## src/iif_pkg.sv

```systemverilog
package iif_pkg;

  // handshake data settle time before the data valid strobe
  localparam int unsigned CLK_NS = 100;
  localparam int unsigned SETTLE_NS = 2000;
  localparam int unsigned SETTLE_CYC = (SETTLE_NS + CLK_NS - 1) / CLK_NS;
  localparam int unsigned SETTLE_W = $clog2(SETTLE_CYC + 1);
  localparam logic [SETTLE_W-1:0] SETTLE_LD = SETTLE_W'(SETTLE_CYC - 1);

  // register byte offsets
  localparam logic [7:0] OFS_ADDR = 8'h00;
  localparam logic [7:0] OFS_CTRL = 8'h04;
  localparam logic [7:0] OFS_STAT = 8'h08;
  localparam logic [7:0] OFS_COND = 8'h0c;
  localparam logic [7:0] OFS_MASK = 8'h10;
  localparam logic [7:0] OFS_RXD = 8'h14;
  localparam logic [7:0] OFS_TXD = 8'h18;
  localparam logic [7:0] OFS_EVT = 8'h1c;

  // bus address limits, 31 means listen only
  localparam logic [7:0] ADDR_LIM = 8'h1f;
  localparam logic [4:0] ADDR_LON = 5'h1f;

  // control and event bit positions
  localparam int CTL_SVC = 0;
  localparam int CTL_CAP = 1;
  localparam int EVT_CLR = 0;
  localparam int EVT_LOST = 1;
  localparam int TXD_EOI = 8;

  // status byte layout
  localparam int STB_RQS = 6;
  localparam int COND_LRC = 3;
  localparam logic [7:0] COND_USE = 8'hbf;

  // command bytes, parity bit dropped
  localparam logic [6:0] CMD_GTL = 7'h01;
  localparam logic [6:0] CMD_SDC = 7'h04;
  localparam logic [6:0] CMD_LLO = 7'h11;
  localparam logic [6:0] CMD_DCL = 7'h14;
  localparam logic [6:0] CMD_SPE = 7'h18;
  localparam logic [6:0] CMD_SPD = 7'h19;
  localparam logic [6:0] CMD_UNL = 7'h3f;
  localparam logic [6:0] CMD_UNT = 7'h5f;
  localparam logic [1:0] GRP_LISTEN = 2'h1;
  localparam logic [1:0] GRP_TALK = 2'h2;

  typedef struct packed {
    logic atn;
    logic eoi;
    logic [7:0] data;
  } iif_byte_t;

  typedef struct packed {
    logic remote;
    logic lockout;
    logic listen;
    logic talk;
    logic spe;
    logic lon;
    logic rqs;
    logic tx_busy;
  } iif_stat_t;

endpackage : iif_pkg

```

## src/iif_hs.sv

```systemverilog
`timescale 1ns/1ns
`default_nettype none
module iif_hs (
  // clock and reset
  input wire logic ref_clk_i,
  input wire logic rstn_i,
  // user side
  input wire logic acc_en_i,
  input wire logic acc_rdy_i,
  input wire logic src_en_i,
  input wire logic tx_v_i,
  input wire iif_pkg::iif_byte_t tx_i,
  output logic tx_done_o,
  output logic rx_stb_o,
  output iif_pkg::iif_byte_t rx_o,
  // bus lines, low is true
  input wire logic [7:0] dio_n_i,
  input wire logic atn_n_i,
  input wire logic eoi_n_i,
  input wire logic dav_n_i,
  input wire logic nrfd_n_i,
  input wire logic ndac_n_i,
  output logic [7:0] dio_n_o,
  output logic dio_oe_o,
  output logic eoi_n_o,
  output logic eoi_oe_o,
  output logic dav_oe_o,
  output logic nrfd_oe_o,
  output logic ndac_oe_o
);
  import iif_pkg::*;

  typedef enum logic [1:0] {A_OFF, A_WAIT, A_RDY, A_HOLD} iif_acc_t;
  typedef enum logic [1:0] {S_IDLE, S_SETL, S_DAV} iif_src_t;

  iif_acc_t a_q;
  iif_src_t s_q;
  logic [SETTLE_W-1:0] cnt_q;

  // acceptor: not-ready until the user can take a byte
  always_ff @(posedge ref_clk_i or negedge rstn_i) begin
    if (!rstn_i) begin
      a_q <= A_OFF;
      nrfd_oe_o <= 1'b0;
      ndac_oe_o <= 1'b0;
      rx_stb_o <= 1'b0;
      rx_o <= '0;
    end else begin
      rx_stb_o <= 1'b0;
      if (!acc_en_i) begin
        a_q <= A_OFF;
        nrfd_oe_o <= 1'b0;
        ndac_oe_o <= 1'b0;
      end else begin
        case (a_q)
          A_OFF: begin
            a_q <= A_WAIT;
            nrfd_oe_o <= 1'b1;
            ndac_oe_o <= 1'b1;
          end
          A_WAIT: begin
            if (acc_rdy_i) begin
              a_q <= A_RDY;
              nrfd_oe_o <= 1'b0;
            end
          end
          A_RDY: begin
            if (!dav_n_i) begin
              rx_o <= '{atn: ~atn_n_i, eoi: ~eoi_n_i, data: ~dio_n_i};
              rx_stb_o <= 1'b1;
              nrfd_oe_o <= 1'b1;
              ndac_oe_o <= 1'b0;
              a_q <= A_HOLD;
            end
          end
          A_HOLD: begin
            if (dav_n_i) begin
              ndac_oe_o <= 1'b1;
              a_q <= A_WAIT;
            end
          end
          default: a_q <= A_OFF;
        endcase
      end
    end
  end

  // source: settle, wait all ready, strobe, wait all accepted
  always_ff @(posedge ref_clk_i or negedge rstn_i) begin
    if (!rstn_i) begin
      s_q <= S_IDLE;
      cnt_q <= '0;
      dio_n_o <= 8'hff;
      dio_oe_o <= 1'b0;
      eoi_n_o <= 1'b1;
      eoi_oe_o <= 1'b0;
      dav_oe_o <= 1'b0;
      tx_done_o <= 1'b0;
    end else begin
      tx_done_o <= 1'b0;
      if (!src_en_i) begin
        s_q <= S_IDLE;
        dio_oe_o <= 1'b0;
        eoi_oe_o <= 1'b0;
        dav_oe_o <= 1'b0;
      end else begin
        case (s_q)
          S_IDLE: begin
            // tx_done gap stops a resend before the user drops valid
            if (tx_v_i && !tx_done_o) begin
              dio_n_o <= ~tx_i.data;
              eoi_n_o <= ~tx_i.eoi;
              dio_oe_o <= 1'b1;
              eoi_oe_o <= 1'b1;
              cnt_q <= SETTLE_LD;
              s_q <= S_SETL;
            end
          end
          S_SETL: begin
            if (cnt_q != '0) begin
              cnt_q <= cnt_q - 1'b1;
            end else if (nrfd_n_i) begin
              dav_oe_o <= 1'b1;
              s_q <= S_DAV;
            end
          end
          S_DAV: begin
            if (ndac_n_i) begin
              dav_oe_o <= 1'b0;
              dio_oe_o <= 1'b0;
              eoi_oe_o <= 1'b0;
              tx_done_o <= 1'b1;
              s_q <= S_IDLE;
            end
          end
          default: s_q <= S_IDLE;
        endcase
      end
    end
  end
endmodule : iif_hs
`default_nettype wire

```

## src/iif_top.sv

```systemverilog
// Our own choices: the register addresses and the APB slave port.
`timescale 1ns/1ns
`default_nettype none
// What this block does
// - accept bus address 00 to 31 and keep it in backed-up memory
// - at power-up use switch address only when stored address is lost
// - address change in service mode turns off active controller ability
// - in remote ignore panel inputs except power and unlocked local key
// - listen addressed with remote enable: stop talking, accept data bytes
// - talk addressed: stop listening, may send output bytes
// - device clear stops talking, drops pending entries, keeps settings
// - go-to-local while listening with remote enable: stop talking, go local
// - local lockout command disables the local key, addressed or not
// - remote enable false: go local and clear lockout
// - with remote enable, go remote at every own listen address
// - raise service request when a masked-in condition occurs
// - serial poll sends one status byte, bit 6 marks request
// - interface clear drops talker and listener at once
// - group execute trigger is ignored
// - never drive data lines for a parallel poll
// - never take or pass control; controller only in service mode
// - in local still request service, answer polls, send data
// - listening and talking indicators follow addressed state
// - local key goes local unless lockout is set
// - full handshakes, basic talker and listener, no parallel poll, no trigger
// - address 31 listens to all data without addressing, stays local
// - data bytes taken only remote, listen addressed, remote enabled, or at address 31
module iif_top (
  // clock and reset
  input wire logic ref_clk_i,
  input wire logic rstn_i,
  // apb slave
  input wire logic [7:0] paddr_i,
  input wire logic psel_i,
  input wire logic penable_i,
  input wire logic pwrite_i,
  input wire logic [31:0] pwdata_i,
  output logic [31:0] prdata_o,
  output logic pready_o,
  output logic pslverr_o,
  // bus data and handshake, low is true
  input wire logic [7:0] dio_n_i,
  output logic [7:0] dio_n_o,
  output logic dio_oe_o,
  input wire logic eoi_n_i,
  output logic eoi_n_o,
  output logic eoi_oe_o,
  input wire logic dav_n_i,
  output logic dav_n_o,
  output logic dav_oe_o,
  input wire logic nrfd_n_i,
  output logic nrfd_n_o,
  output logic nrfd_oe_o,
  input wire logic ndac_n_i,
  output logic ndac_n_o,
  output logic ndac_oe_o,
  // bus management, low is true
  input wire logic atn_n_i,
  input wire logic ifc_n_i,
  input wire logic ren_n_i,
  output logic srq_n_o,
  output logic srq_oe_o,
  // backed-up address store and switch
  input wire logic nv_lost_i,
  input wire logic [4:0] nv_addr_i,
  input wire logic [4:0] switch_addr_i,
  output logic nv_we_o,
  output logic [4:0] nv_addr_o,
  // instrument side
  input wire logic [7:0] cond_evt_i,
  input wire logic local_key_i,
  output logic panel_enable_o,
  output logic ctrl_cap_o,
  output logic listening_indicator_o,
  output logic talking_indicator_o,
  output logic remote_indicator_o
);
  import iif_pkg::*;

  logic atn;
  logic ifc;
  logic ren;
  iif_byte_t rx_b;
  iif_byte_t tx_b;
  iif_byte_t rx_q;
  iif_byte_t tx_q;
  iif_stat_t st;
  logic rx_stb;
  logic tx_done;
  logic acc_en;
  logic acc_rdy;
  logic src_en;
  logic tx_req;
  logic [4:0] addr_q;
  logic boot_q;
  logic listen_q;
  logic talk_q;
  logic remote_q;
  logic lockout_q;
  logic spe_q;
  logic stb_sent_q;
  logic svc_q;
  logic ctl_q;
  logic nv_we_q;
  logic rqs_q;
  logic rsv_q;
  logic panel_q;
  logic rx_v_q;
  logic tx_v_q;
  logic [7:0] cond_q;
  logic [7:0] mask_q;
  logic [7:0] stb;
  logic [7:0] cond_set;
  logic [1:0] evt_q;
  logic [6:0] cmd;
  logic is_cmd;
  logic is_dat;
  logic lon;
  logic my_la;
  logic unl;
  logic my_ta;
  logic ot_ta;
  logic unt;
  logic llo;
  logic dev_clr;
  logic gtl;
  logic rsv;
  logic lrc;
  logic pready_q;
  logic pslverr_q;
  logic [31:0] prdata_q;
  logic [31:0] rd_d;
  logic hit;
  logic wr;
  logic rd;

  // bus lines are low-true on the wire
  assign atn = ~atn_n_i;
  assign ifc = ~ifc_n_i;
  assign ren = ~ren_n_i;
  assign lon = (addr_q == ADDR_LON);

  // command decode; trigger, poll config and take control fall through
  assign cmd = rx_b.data[6:0];
  assign is_cmd = rx_stb & rx_b.atn;
  assign is_dat = rx_stb & ~rx_b.atn;
  assign my_la = is_cmd & ~lon & (cmd[6:5] == GRP_LISTEN) & (cmd[4:0] == addr_q);
  assign my_ta = is_cmd & ~lon & (cmd[6:5] == GRP_TALK) & (cmd[4:0] == addr_q);
  assign ot_ta = is_cmd & (cmd[6:5] == GRP_TALK) & (cmd[4:0] != addr_q);
  assign unl = is_cmd & (cmd == CMD_UNL);
  assign unt = is_cmd & (cmd == CMD_UNT);
  assign llo = is_cmd & (cmd == CMD_LLO);
  assign gtl = is_cmd & (cmd == CMD_GTL) & listen_q & ren;
  assign dev_clr = is_cmd & ((cmd == CMD_DCL) | ((cmd == CMD_SDC) & listen_q & ren));

  // acceptor joins every command; data only when allowed
  assign acc_en = atn | (listen_q & (lon | (ren & remote_q)));
  assign acc_rdy = atn | ~rx_v_q;
  // talker never drives under attention, so no parallel poll reply either
  assign src_en = talk_q & ~atn;
  assign stb = {cond_q[7], rqs_q, cond_q[5:0]};
  assign tx_b = spe_q ? '{atn: 1'b0, eoi: 1'b0, data: stb} : tx_q;
  assign tx_req = spe_q ? ~stb_sent_q : tx_v_q;

  // handshake engines, full source and acceptor
  iif_hs u_hs (
    .ref_clk_i(ref_clk_i),
    .rstn_i(rstn_i),
    .acc_en_i(acc_en),
    .acc_rdy_i(acc_rdy),
    .src_en_i(src_en),
    .tx_v_i(tx_req),
    .tx_i(tx_b),
    .tx_done_o(tx_done),
    .rx_stb_o(rx_stb),
    .rx_o(rx_b),
    .dio_n_i(dio_n_i),
    .atn_n_i(atn_n_i),
    .eoi_n_i(eoi_n_i),
    .dav_n_i(dav_n_i),
    .nrfd_n_i(nrfd_n_i),
    .ndac_n_i(ndac_n_i),
    .dio_n_o(dio_n_o),
    .dio_oe_o(dio_oe_o),
    .eoi_n_o(eoi_n_o),
    .eoi_oe_o(eoi_oe_o),
    .dav_oe_o(dav_oe_o),
    .nrfd_oe_o(nrfd_oe_o),
    .ndac_oe_o(ndac_oe_o)
  );

  // open-drain lines only ever pull low
  assign dav_n_o = 1'b0;
  assign nrfd_n_o = 1'b0;
  assign ndac_n_o = 1'b0;
  assign srq_n_o = 1'b0;

  // apb: one wait state, answer registered
  assign wr = psel_i & penable_i & pready_q & pwrite_i;
  assign rd = psel_i & penable_i & pready_q & ~pwrite_i;
  assign st = '{remote: remote_q, lockout: lockout_q, listen: listen_q, talk: talk_q,
                spe: spe_q, lon: lon, rqs: rqs_q, tx_busy: tx_v_q};

  always_comb begin
    hit = 1'b1;
    case (paddr_i)
      OFS_ADDR: rd_d = {27'h0, addr_q};
      OFS_CTRL: rd_d = {30'h0, ctl_q, svc_q};
      OFS_STAT: rd_d = {24'h0, st};
      OFS_COND: rd_d = {24'h0, cond_q};
      OFS_MASK: rd_d = {24'h0, mask_q};
      OFS_RXD: rd_d = {22'h0, rx_v_q, rx_q.eoi, rx_q.data};
      OFS_TXD: rd_d = {23'h0, tx_v_q, tx_q.data};
      OFS_EVT: rd_d = {30'h0, evt_q};
      default: begin
        rd_d = 32'h0;
        hit = 1'b0;
      end
    endcase
  end

  always_ff @(posedge ref_clk_i or negedge rstn_i) begin
    if (!rstn_i) begin
      pready_q <= 1'b0;
      pslverr_q <= 1'b0;
      prdata_q <= 32'h0;
    end else begin
      pready_q <= psel_i & penable_i & ~pready_q;
      pslverr_q <= psel_i & penable_i & ~pready_q & ~hit;
      prdata_q <= (psel_i & penable_i & ~pready_q & ~pwrite_i) ? rd_d : 32'h0;
    end
  end

  // address: stored copy unless lost at power-up, then switch
  always_ff @(posedge ref_clk_i or negedge rstn_i) begin
    if (!rstn_i) begin
      boot_q <= 1'b1;
      addr_q <= 5'h0;
      nv_we_q <= 1'b0;
    end else begin
      boot_q <= 1'b0;
      nv_we_q <= 1'b0;
      if (boot_q) begin
        addr_q <= nv_lost_i ? switch_addr_i : nv_addr_i;
        nv_we_q <= nv_lost_i;
      end else if (wr && paddr_i == OFS_ADDR && pwdata_i[7:0] <= ADDR_LIM) begin
        addr_q <= pwdata_i[4:0];
        nv_we_q <= 1'b1;
      end
    end
  end

  // service mode and the limited controller ability
  always_ff @(posedge ref_clk_i or negedge rstn_i) begin
    if (!rstn_i) begin
      svc_q <= 1'b0;
      ctl_q <= 1'b0;
    end else if (wr && paddr_i == OFS_CTRL) begin
      svc_q <= pwdata_i[CTL_SVC];
      ctl_q <= pwdata_i[CTL_CAP] & pwdata_i[CTL_SVC];
    end else if (wr && paddr_i == OFS_ADDR && svc_q) begin
      ctl_q <= 1'b0;
    end
  end

  // addressed state; interface clear beats everything
  always_ff @(posedge ref_clk_i or negedge rstn_i) begin
    if (!rstn_i) begin
      listen_q <= 1'b0;
      talk_q <= 1'b0;
    end else if (ifc) begin
      listen_q <= 1'b0;
      talk_q <= 1'b0;
    end else if (lon) begin
      listen_q <= 1'b1;
      talk_q <= 1'b0;
    end else begin
      if (my_la) begin
        listen_q <= 1'b1;
        talk_q <= 1'b0;
      end else if (my_ta) begin
        talk_q <= 1'b1;
        listen_q <= 1'b0;
      end else begin
        if (unl) listen_q <= 1'b0;
        if (ot_ta | unt | dev_clr | gtl) talk_q <= 1'b0;
      end
    end
  end

  // remote and lockout; a locked key changes nothing
  always_ff @(posedge ref_clk_i or negedge rstn_i) begin
    if (!rstn_i) begin
      remote_q <= 1'b0;
      lockout_q <= 1'b0;
    end else if (!ren) begin
      remote_q <= 1'b0;
      lockout_q <= 1'b0;
    end else begin
      if (my_la) remote_q <= 1'b1;
      else if (gtl | (local_key_i & ~lockout_q)) remote_q <= 1'b0;
      if (llo) lockout_q <= 1'b1;
    end
  end

  // serial poll mode and one status byte per poll
  always_ff @(posedge ref_clk_i or negedge rstn_i) begin
    if (!rstn_i) begin
      spe_q <= 1'b0;
      stb_sent_q <= 1'b0;
    end else begin
      if (ifc || (is_cmd && cmd == CMD_SPD)) spe_q <= 1'b0;
      else if (is_cmd && cmd == CMD_SPE) spe_q <= 1'b1;
      if (is_cmd && cmd == CMD_SPE) stb_sent_q <= 1'b0;
      else if (tx_done && spe_q) stb_sent_q <= 1'b1;
    end
  end

  // conditions, sticky; hardware set wins over software clear
  assign lrc = (remote_q == panel_q);
  assign cond_set = (cond_evt_i | ({7'h0, lrc} << COND_LRC)) & COND_USE;
  assign rsv = |(cond_q & mask_q);

  always_ff @(posedge ref_clk_i or negedge rstn_i) begin
    if (!rstn_i) begin
      cond_q <= 8'h0;
      mask_q <= 8'h0;
    end else begin
      if (wr && paddr_i == OFS_COND) cond_q <= (cond_q & ~pwdata_i[7:0]) | cond_set;
      else cond_q <= cond_q | cond_set;
      if (wr && paddr_i == OFS_MASK) mask_q <= pwdata_i[7:0] & COND_USE;
    end
  end

  // request stays until a poll has carried it out; works in local too
  always_ff @(posedge ref_clk_i or negedge rstn_i) begin
    if (!rstn_i) begin
      rsv_q <= 1'b0;
      rqs_q <= 1'b0;
    end else begin
      rsv_q <= rsv;
      if (rsv && !rsv_q) rqs_q <= 1'b1;
      else if (tx_done && spe_q) rqs_q <= 1'b0;
    end
  end

  // received data byte, held until software reads it
  always_ff @(posedge ref_clk_i or negedge rstn_i) begin
    if (!rstn_i) begin
      rx_q <= '0;
      rx_v_q <= 1'b0;
    end else if (dev_clr) begin
      rx_v_q <= 1'b0;
    end else if (is_dat) begin
      rx_q <= rx_b;
      rx_v_q <= 1'b1;
    end else if (rd && paddr_i == OFS_RXD) begin
      rx_v_q <= 1'b0;
    end
  end

  // output byte; a write while busy is dropped
  always_ff @(posedge ref_clk_i or negedge rstn_i) begin
    if (!rstn_i) begin
      tx_q <= '0;
      tx_v_q <= 1'b0;
    end else if (dev_clr) begin
      tx_v_q <= 1'b0;
    end else if (wr && paddr_i == OFS_TXD && !tx_v_q) begin
      tx_q <= '{atn: 1'b0, eoi: pwdata_i[TXD_EOI], data: pwdata_i[7:0]};
      tx_v_q <= 1'b1;
    end else if (tx_done && !spe_q) begin
      tx_v_q <= 1'b0;
    end
  end

  // events for firmware: clear seen, address lost
  always_ff @(posedge ref_clk_i or negedge rstn_i) begin
    if (!rstn_i) begin
      evt_q <= 2'h0;
    end else begin
      if (dev_clr) evt_q[EVT_CLR] <= 1'b1;
      else if (wr && paddr_i == OFS_EVT && pwdata_i[EVT_CLR]) evt_q[EVT_CLR] <= 1'b0;
      if (boot_q && nv_lost_i) evt_q[EVT_LOST] <= 1'b1;
      else if (wr && paddr_i == OFS_EVT && pwdata_i[EVT_LOST]) evt_q[EVT_LOST] <= 1'b0;
    end
  end

  // panel lockout lags remote by one cycle, also gives the change edge
  always_ff @(posedge ref_clk_i or negedge rstn_i) begin
    if (!rstn_i) panel_q <= 1'b1;
    else panel_q <= ~remote_q;
  end

  // outputs
  assign prdata_o = prdata_q;
  assign pready_o = pready_q;
  assign pslverr_o = pslverr_q;
  assign srq_oe_o = rqs_q;
  assign nv_we_o = nv_we_q;
  assign nv_addr_o = addr_q;
  assign panel_enable_o = panel_q;
  assign ctrl_cap_o = ctl_q;
  assign listening_indicator_o = listen_q;
  assign talking_indicator_o = talk_q;
  assign remote_indicator_o = remote_q;
endmodule : iif_top
`default_nettype wire

```

## config.mk

```make
export PLATFORM = sky130hd
export DESIGN_NAME = iif_top
export DESIGN_NICKNAME = d
export VERILOG_FILES = /design/src/iif_pkg.sv /design/src/iif_hs.sv /design/src/iif_top.sv
export SDC_FILE = /design/constraint.sdc
export NUM_CORES = 1
export LEC_CHECK = 0
export BUFFER_PORTS_ARGS = -buffer_cell sky130_fd_sc_hd__buf_2
export CORE_MARGIN = 8
export CORE_UTILIZATION = 40
export DETAILED_ROUTE_END_ITERATION = 6
export HOLD_SLACK_MARGIN = 0.06
export SLEW_MARGIN = 20
export SYNTH_ARGS = -nofsm -noshare
export SYNTH_HDL_FRONTEND = slang
export SYNTH_SLANG_ARGS = --single-unit
```

## constraint.sdc

```tcl
create_clock -name ref_clk_i -period 2.67 [get_ports ref_clk_i]
set_input_delay 0.4005 -clock ref_clk_i [delete_from_list [all_inputs] [get_ports ref_clk_i]]
set_output_delay 0.4005 -clock ref_clk_i [all_outputs]
set_load 0.02 [all_outputs]
```

==> results.json, run 1 <==
{
  "drc": 0,
  "async_reset_ff_share_pct": 100,
  "antenna_left": 0,
  "finalHoldViolCount": 0,
  "met3_length_um": 925,
  "p_per_area_nw_per_um2": 619,
  "cts_resized": 0,
  "grt_pass1_wl_um": 23500,
  "synthCells": 490,
  "r2r_start": "u_hs.rx_o[6]$_DFFE_PN0P_",
  "netlist_area_um2": 5330,
  "cp_max_fo": 10,
  "drtIter0Drc": 275,
  "post_cts_buffers": 0,
  "critPathKind": "reg -> reg",
  "setup_viol": 0,
  "ios": 144,
  "tns_ns": 0,
  "endpoint_kind": "flop",
  "vias": 4163,
  "rsz0062_at_grt": "no",
  "layout.cells.non_filler": 760,
  "status": "finished clean",
  "min_period_ns": 2.13,
  "fmax_ghz": 0.470,
  "routed_wl_um": 14200,
  "place.detailed.hpwl_um": 10600,
  "p_leak_uw": 0.00283,
  "maxSlewHeadroom_pct": 53.2,
  "syn_avg_cell_area_um2": 10.9,
  "cts_sinks": 101,
  "synth.distinct_cells": 63,
  "drive_gt1_share_pct": 30.7,
  "chipWidth_um": 131,
  "fin_worst_skew_ns": 0.00793,
  "cts_tree": "built",
  "fin_crit_sh_pct": 79.8,
  "die_area_um2": 17300,
  "wl_met1_um": 6100,
  "n_antenna_cell": 0,
  "ys_seq_area_share_pct": 47.7,
  "synth_edf_count": 0,
  "via_per_inst": 5.48,
  "wl_per_cell_um": 18.7,
  "ys.flop_type": "dfrtp_1",
  "floorplan.initialDensity_pct": 40.6,
  "reg2reg_slack_ns": 0.54,
  "cts_buffers": 9,
  "p_total_uw": 3840,
  "dp_cells": 744,
  "hold_path.class": "in -> async",
  "worst_ep_arrival_time_ns": 2.35,
  "row_count": 42,
  "groute.usage.overall_pct": 16.7,
  "critPathSlowestCell": "or4_1",
  "clock_latency_ns": 0.35,
  "gp_congestion": 0.851,
  "wl_met2_um": 7020,
  "crit_family": "simple AND/OR/NAND/NOR gates",
  "first_pass_iters": 5,
  "clockBufferDepth": 2,
  "clk_pin_slew_ns": 0.06,
  "crit_chain": "nand3b_1 -> or4_1 -> o211ai_4 -> mux2_2",
  "max_stage_delay_ns": 0.51,
  "path_buf_inv": 0,
  "holdBufCountCts": 0,
  "cts_root_buffer": "clkbuf_16",
  "r2r-end": "tx_q[8]$_DFFE_PN0P_",
  "antenna_found_initial": 0,
  "yosys_warnings": 0,
  "syn_to_final_growth_pct": 16.2,
  "grt_max_degree": 53,
  "ys_ff_latch": 101,
  "cap_violations": 0,
  "die_h_um": 131,
  "worst_slew_pin_slew_ns": 0.702,
  "cp-start-kind": "flop",
  "first_global_vias": 4392,
  "irDropWorstVdd_v": 0.000328,
  "overflow": 0,
  "r2r_cells": 4,
  "io_buffers": 93,
  "final_nets": 666,
  "topRoutingLayerUsed": "met4",
  "htreeDepth": 3,
  "crit_required_ns": 2.90,
  "coreArea_um2": 13100,
  "slew_viol_final": 0,
  "path_depth": 4
}
==> synth_stat cells (8+ instances only) <==
| cell | count | area [um2] |
|---|---|---|
| o32ai_1 | 9 | 78.8 |
| buf_2 | 9 | 45.0 |
| mux2_2 | 38 | 428 |
| dfrtp_1 | 90 | 2250 |
| a21oi_1 | 11 | 55.1 |
| dfstp_2 | 11 | 289 |
| inv_1 | 16 | 60.1 |
| nand3_1 | 11 | 55.1 |
| o21ai_0 | 24 | 120 |
| nand2_1 | 32 | 120 |
| clkbuf_1 | 12 | 45.0 |
| buf_4 | 28 | 210 |
| nor2_1 | 20 | 75.1 |
| a21o_1 | 9 | 67.6 |
| mux2i_1 | 22 | 220 |
| nor2b_1 | 8 | 50.1 |
==> worst max path at each step <==
stage | endpoint | start | slack, ns
after floorplan | mask_q[0]$_DFFE_PN0P_ | paddr_i[5] | 0.78
after global placement | nv_addr_o[0]$_DFFE_PN0P_ | paddr_i[5] | 0.43
after detailed placement | nv_addr_o[1]$_DFFE_PN0P_ | paddr_i[5] | 0.37
after CTS | tx_q[8]$_DFFE_PN0P_ | u_hs.rx_o[6]$_DFFE_PN0P_ | 0.56
after global routing | nv_addr_o[1]$_DFFE_PN0P_ | pready_o$_DFF_PN0_ | 0.43
final | tx_q[8]$_DFFE_PN0P_ | u_hs.rx_o[6]$_DFFE_PN0P_ | 0.54
==> state kept, by name (all words and copies together) (netlist names), 2 cells and up <==
signal and cells:
cond_q 8, evt_q 2, mask_q 7, nv_addr_o 5, prdata_o 10, rx_q 9, tx_q 9, u_hs.a_q 2
u_hs.cnt_q 5, u_hs.dio_n_o 8, u_hs.rx_o 10, u_hs.s_q 2
==> final cells by class <==
class,instances,area [um2]
inverters,16,60.1
well taps,176,220
repair buffers,105,571
flip-flops and latches,101,2540
multi-input cells,346,2510
clock buffers,16,292
fillers,1271,6940
==> through the flow <==
| stage | hold slack (ns) | utilization, % | setup slack, ns | area (um2) |
|---|---|---|---|---|
| after detailed placement | 0.423 | 45.0 | 0.375 | 5910 |
| after CTS | 0.127 | 47.2 | 0.564 | 6200 |
| after global placement | 0.405 | 45.0 | 0.431 | 5910 |
| final | 0.113 | 47.2 | 0.540 | 6200 |
| after floorplan | 0.105 | - | 0.781 | 5430 |
| after global routing | 0.148 | 47.2 | 0.426 | 6200 |
==> layer usage <==
metal	vias to the layer above	GRT usage, %
met5	-	0
met4	0	3.77
met3	15	4.80
met2	163	27.4
met1	2072	21.4
li1	1913	-
==> worst reg2reg max path, delay by kind of cell, from the launching register on <==
kind / cells / cell delay, ns
AOI/OAI and AO/OA: 1 / 0.45
DFF: 1 / 0.44
muxes: 1 / 0.39
and+or+nand+nor: 2 / 0.73
==> placed cells by master, fill, tap and decap left out, types with 12 or more instances in the layout <==
cell type,n
nand2_1,32
nor2_1,20
mux2i_1,22
dfrtp_1,90
mux2_2,38
inv_1,16
buf_2,92
o21ai_0,24
conb_1,27
buf_4,12
==> cell families after synthesis <==
| logic type | Yosys count | synth area share [%] |
|---|---|---|
| simple gates | 133 | 14.4 |
| flops | 101 | 47.7 |
| compound gates | 112 | 15.6 |
| fa+ha+maj | 7 | 1.64 |
| other cells | 1 | 0.0703 |
| buf+inv | 69 | 7.04 |
| mux | 61 | 12.6 |
| xor+xnor | 6 | 0.985 |
==> power breakdown <==
| group | switching (uW) | internal, uW | leakage [uW] |
|---|---|---|---|
| Sequential | 211 | 1680 | 0.00128 |
| Clock | 544 | 736 | 0.000143 |
| Combinational | 385 | 278 | 0.00141 |
| Total | 1140 | 2700 | 0.00283 |
(Power assumes the default switching activity.)
==> inputs of run 2 (changes only) <==
Clock period 2.67 ns to 2.1 ns, I/O delays scaled along.
==> run 2 against run 1 <==
Effect of this change: combinational power is 63% higher; non-clock buffer count grew 27; sequential share of layout area down 1.7 points; sequential cell count stayed put; critical endpoint is now tx_q[3]$_DFFE_PN0P_; largest cell class unchanged; largest power group unchanged.
==> results.json, run 2 (synthesis results as in run 1) <==
{
  "grt_pass1_wl_um": 23800,
  "met3_length_um": 988,
  "clockPowerShare_pct": 34.3,
  "status": "finished clean",
  "seqPwrFrac_pct": 44.7,
  "clock_latency_ns": 0.35,
  "cp-start-kind": "flop",
  "finalHoldViolCount": 0,
  "cts_sinks": 101,
  "routed_wl_um": 14600,
  "chipWidth_um": 131,
  "clk_pin_slew_ns": 0.07,
  "worst_slew_pin_slew_ns": 0.560,
  "drive_gt1_share_pct": 34.0,
  "setup_viol": 0,
  "io_buffers": 93,
  "htreeDepth": 3,
  "antenna_found_initial": 0,
  "crit_required_ns": 2.33,
  "via_per_inst": 5.39,
  "hold_depth": 2,
  "netSwitchingFraction_pct": 29.6,
  "cts_buffers": 9,
  "cp_max_fo": 10,
  "cts_tree": "built",
  "die_h_um": 131,
  "wl_per_cell_um": 18.6,
  "final_nets": 693,
  "tns_ns": 0,
  "critPathSlowestCell": "or4_1",
  "overflow": 0,
  "ios": 144,
  "dp_cells": 770,
  "r2r_cells": 5,
  "n_antenna_cell": 0,
  "vias": 4244,
  "floorplan.initialDensity_pct": 40.6,
  "cts_root_buffer": "clkbuf_16",
  "drc": 0,
  "design_area_um2": 6460,
  "topRoutingLayerUsed": "met4",
  "clockBufferDepth": 2,
  "crit_chain": "nand3b_1 -> or4_1 -> o211ai_4 -> buf_12 -> mux2_2",
  "fin_crit_sh_pct": 92.2,
  "slew_viol_final": 0,
  "rsz0062_at_grt": "no",
  "irDropWorstVdd_v": 0.000357,
  "p_comb_share_pct": 21.0,
  "place.detailed.hpwl_um": 11100,
  "cellInternalPower_uw": 3610,
  "drtIter0Drc": 242,
  "layout.cells.most_common": "buf_2",
  "grt_max_degree": 39,
  "coreArea_um2": 13100,
  "wl_met2_um": 6960,
  "endpoint_kind": "flop",
  "p_per_area_nw_per_um2": 794,
  "critPathKind": "reg -> reg",
  "max_stage_delay_ns": 0.51,
  "p_leak_uw": 0.00298,
  "gp_congestion": 0.865,
  "antenna_left": 0,
  "groute.usage.overall_pct": 17.1,
  "row_count": 42,
  "mostFrequentLayoutCells": "buf_2 (92), dfrtp_1 (90), mux2_2 (38)",
  "min_period_ns": 1.94,
  "fmax_ghz": 0.516,
  "hold_path.class": "in -> reg",
  "p_switching_uw": 1520,
  "worst_ep_arrival_time_ns": 2.17,
  "cap_violations": 0,
  "fin_worst_skew_ns": 0.00660,
  "syn_to_final_growth_pct": 21.1,
  "maxSlewHeadroom_pct": 62.3,
  "first_pass_iters": 6,
  "first_global_vias": 4454,
  "die_area_um2": 17300,
  "cts_resized": 0,
  "wl_met1_um": 6320,
  "postPlaceCellArea_um2": 6130,
  "layout.cells.non_filler": 787
}
## run 2: cell types whose count changed in the layout (fill, tap and decap cells not counted)
| cell | delta |
|---|---|
| buf_12 | +2 |
| buf_4 | +24 |
| bufinv_16 | +1 |
| clkbuf_1 | -3 |
| clkbuf_8 | -1 |
| clkinv_4 | +2 |
| clkinvlp_4 | +1 |
| dlygate4sd3_1 | +1 |
## run 2: power groups by stage
stage	Sequential [uW]	Combinational [uW]	Clock, uW
floorplan	2350	592	0
global placement	2320	1040	0
detailed placement	2330	1070	0
CTS	2290	1080	1810
global route	2320	1190	1880
finish	2290	1080	1760
## run 2: routing by layer
metal	GRT usage [%]	vias to the layer above
li1	-	1968
met1	21.7	2091
met2	27.4	159
met3	3.93	26
met4	7.02	0
met5	0	-
## run 2: worst paths after layout
path / from / end / slack, ns
max: u_hs.rx_o[6]$_DFFE_PN0P_ / tx_q[3]$_DFFE_PN0P_ / 0.16
min: cond_evt_i[4] / cond_q[4]$_DFF_PN0_ / 0.15
max reg2reg: u_hs.rx_o[6]$_DFFE_PN0P_ / tx_q[3]$_DFFE_PN0P_ / 0.16
min reg2reg: tx_q[8]$_DFFE_PN0P_ / u_hs.eoi_n_o$_DFFE_PN1P_ / 0.43
max in group asynchronous: rstn_i / panel_enable_o$_DFF_PN1_ / 0.97
min in group asynchronous: rstn_i / cond_q[7]$_DFF_PN0_ / 0.49
## run 2: repair_timing
action	4_1_cts	5_1_grt
setup endpoints to repair	0	0
buffers inserted	0	0
endpoints found under the hold margin	31	0
hold buffers	1	0
## run 2: area by class of cell
| class | instances | area (um2) |
|---|---|---|
| multi-input cells | 346 | 2510 |
| well taps | 176 | 220 |
| repair buffers | 132 | 801 |
| clock inverters | 4 | 55.1 |
| inverters | 16 | 60.1 |
| clock buffers | 12 | 267 |
| flip-flops and latches | 101 | 2540 |
| fillers | 1255 | 6680 |
## run 2: stage by stage
| step | total power, uW | hold WS (ns) | util [%] | setup WS, ns |
|---|---|---|---|---|
| after global placement | 3350 | 0.330 | 46.6 | 0.124 |
| after global routing | 5390 | 0.138 | 49.2 | 0.123 |
| after detailed placement | 3400 | 0.328 | 46.6 | 0.0529 |
| after floorplan | 2940 | 0.0194 | - | 0.237 |
| after CTS | 5180 | 0.137 | 49.2 | 0.160 |
| final | 5130 | 0.147 | 49.2 | 0.163 |
## run 2: worst max-delay path, delay by kind of cell, from the launching register on
kind | cells | cell delay, ns
buffers and inverters | 1 | 0.17
multiplexers | 1 | 0.34
AND/OR/NAND/NOR | 2 | 0.68
AO/OA/AOI/OAI | 1 | 0.24
flip-flops | 1 | 0.40
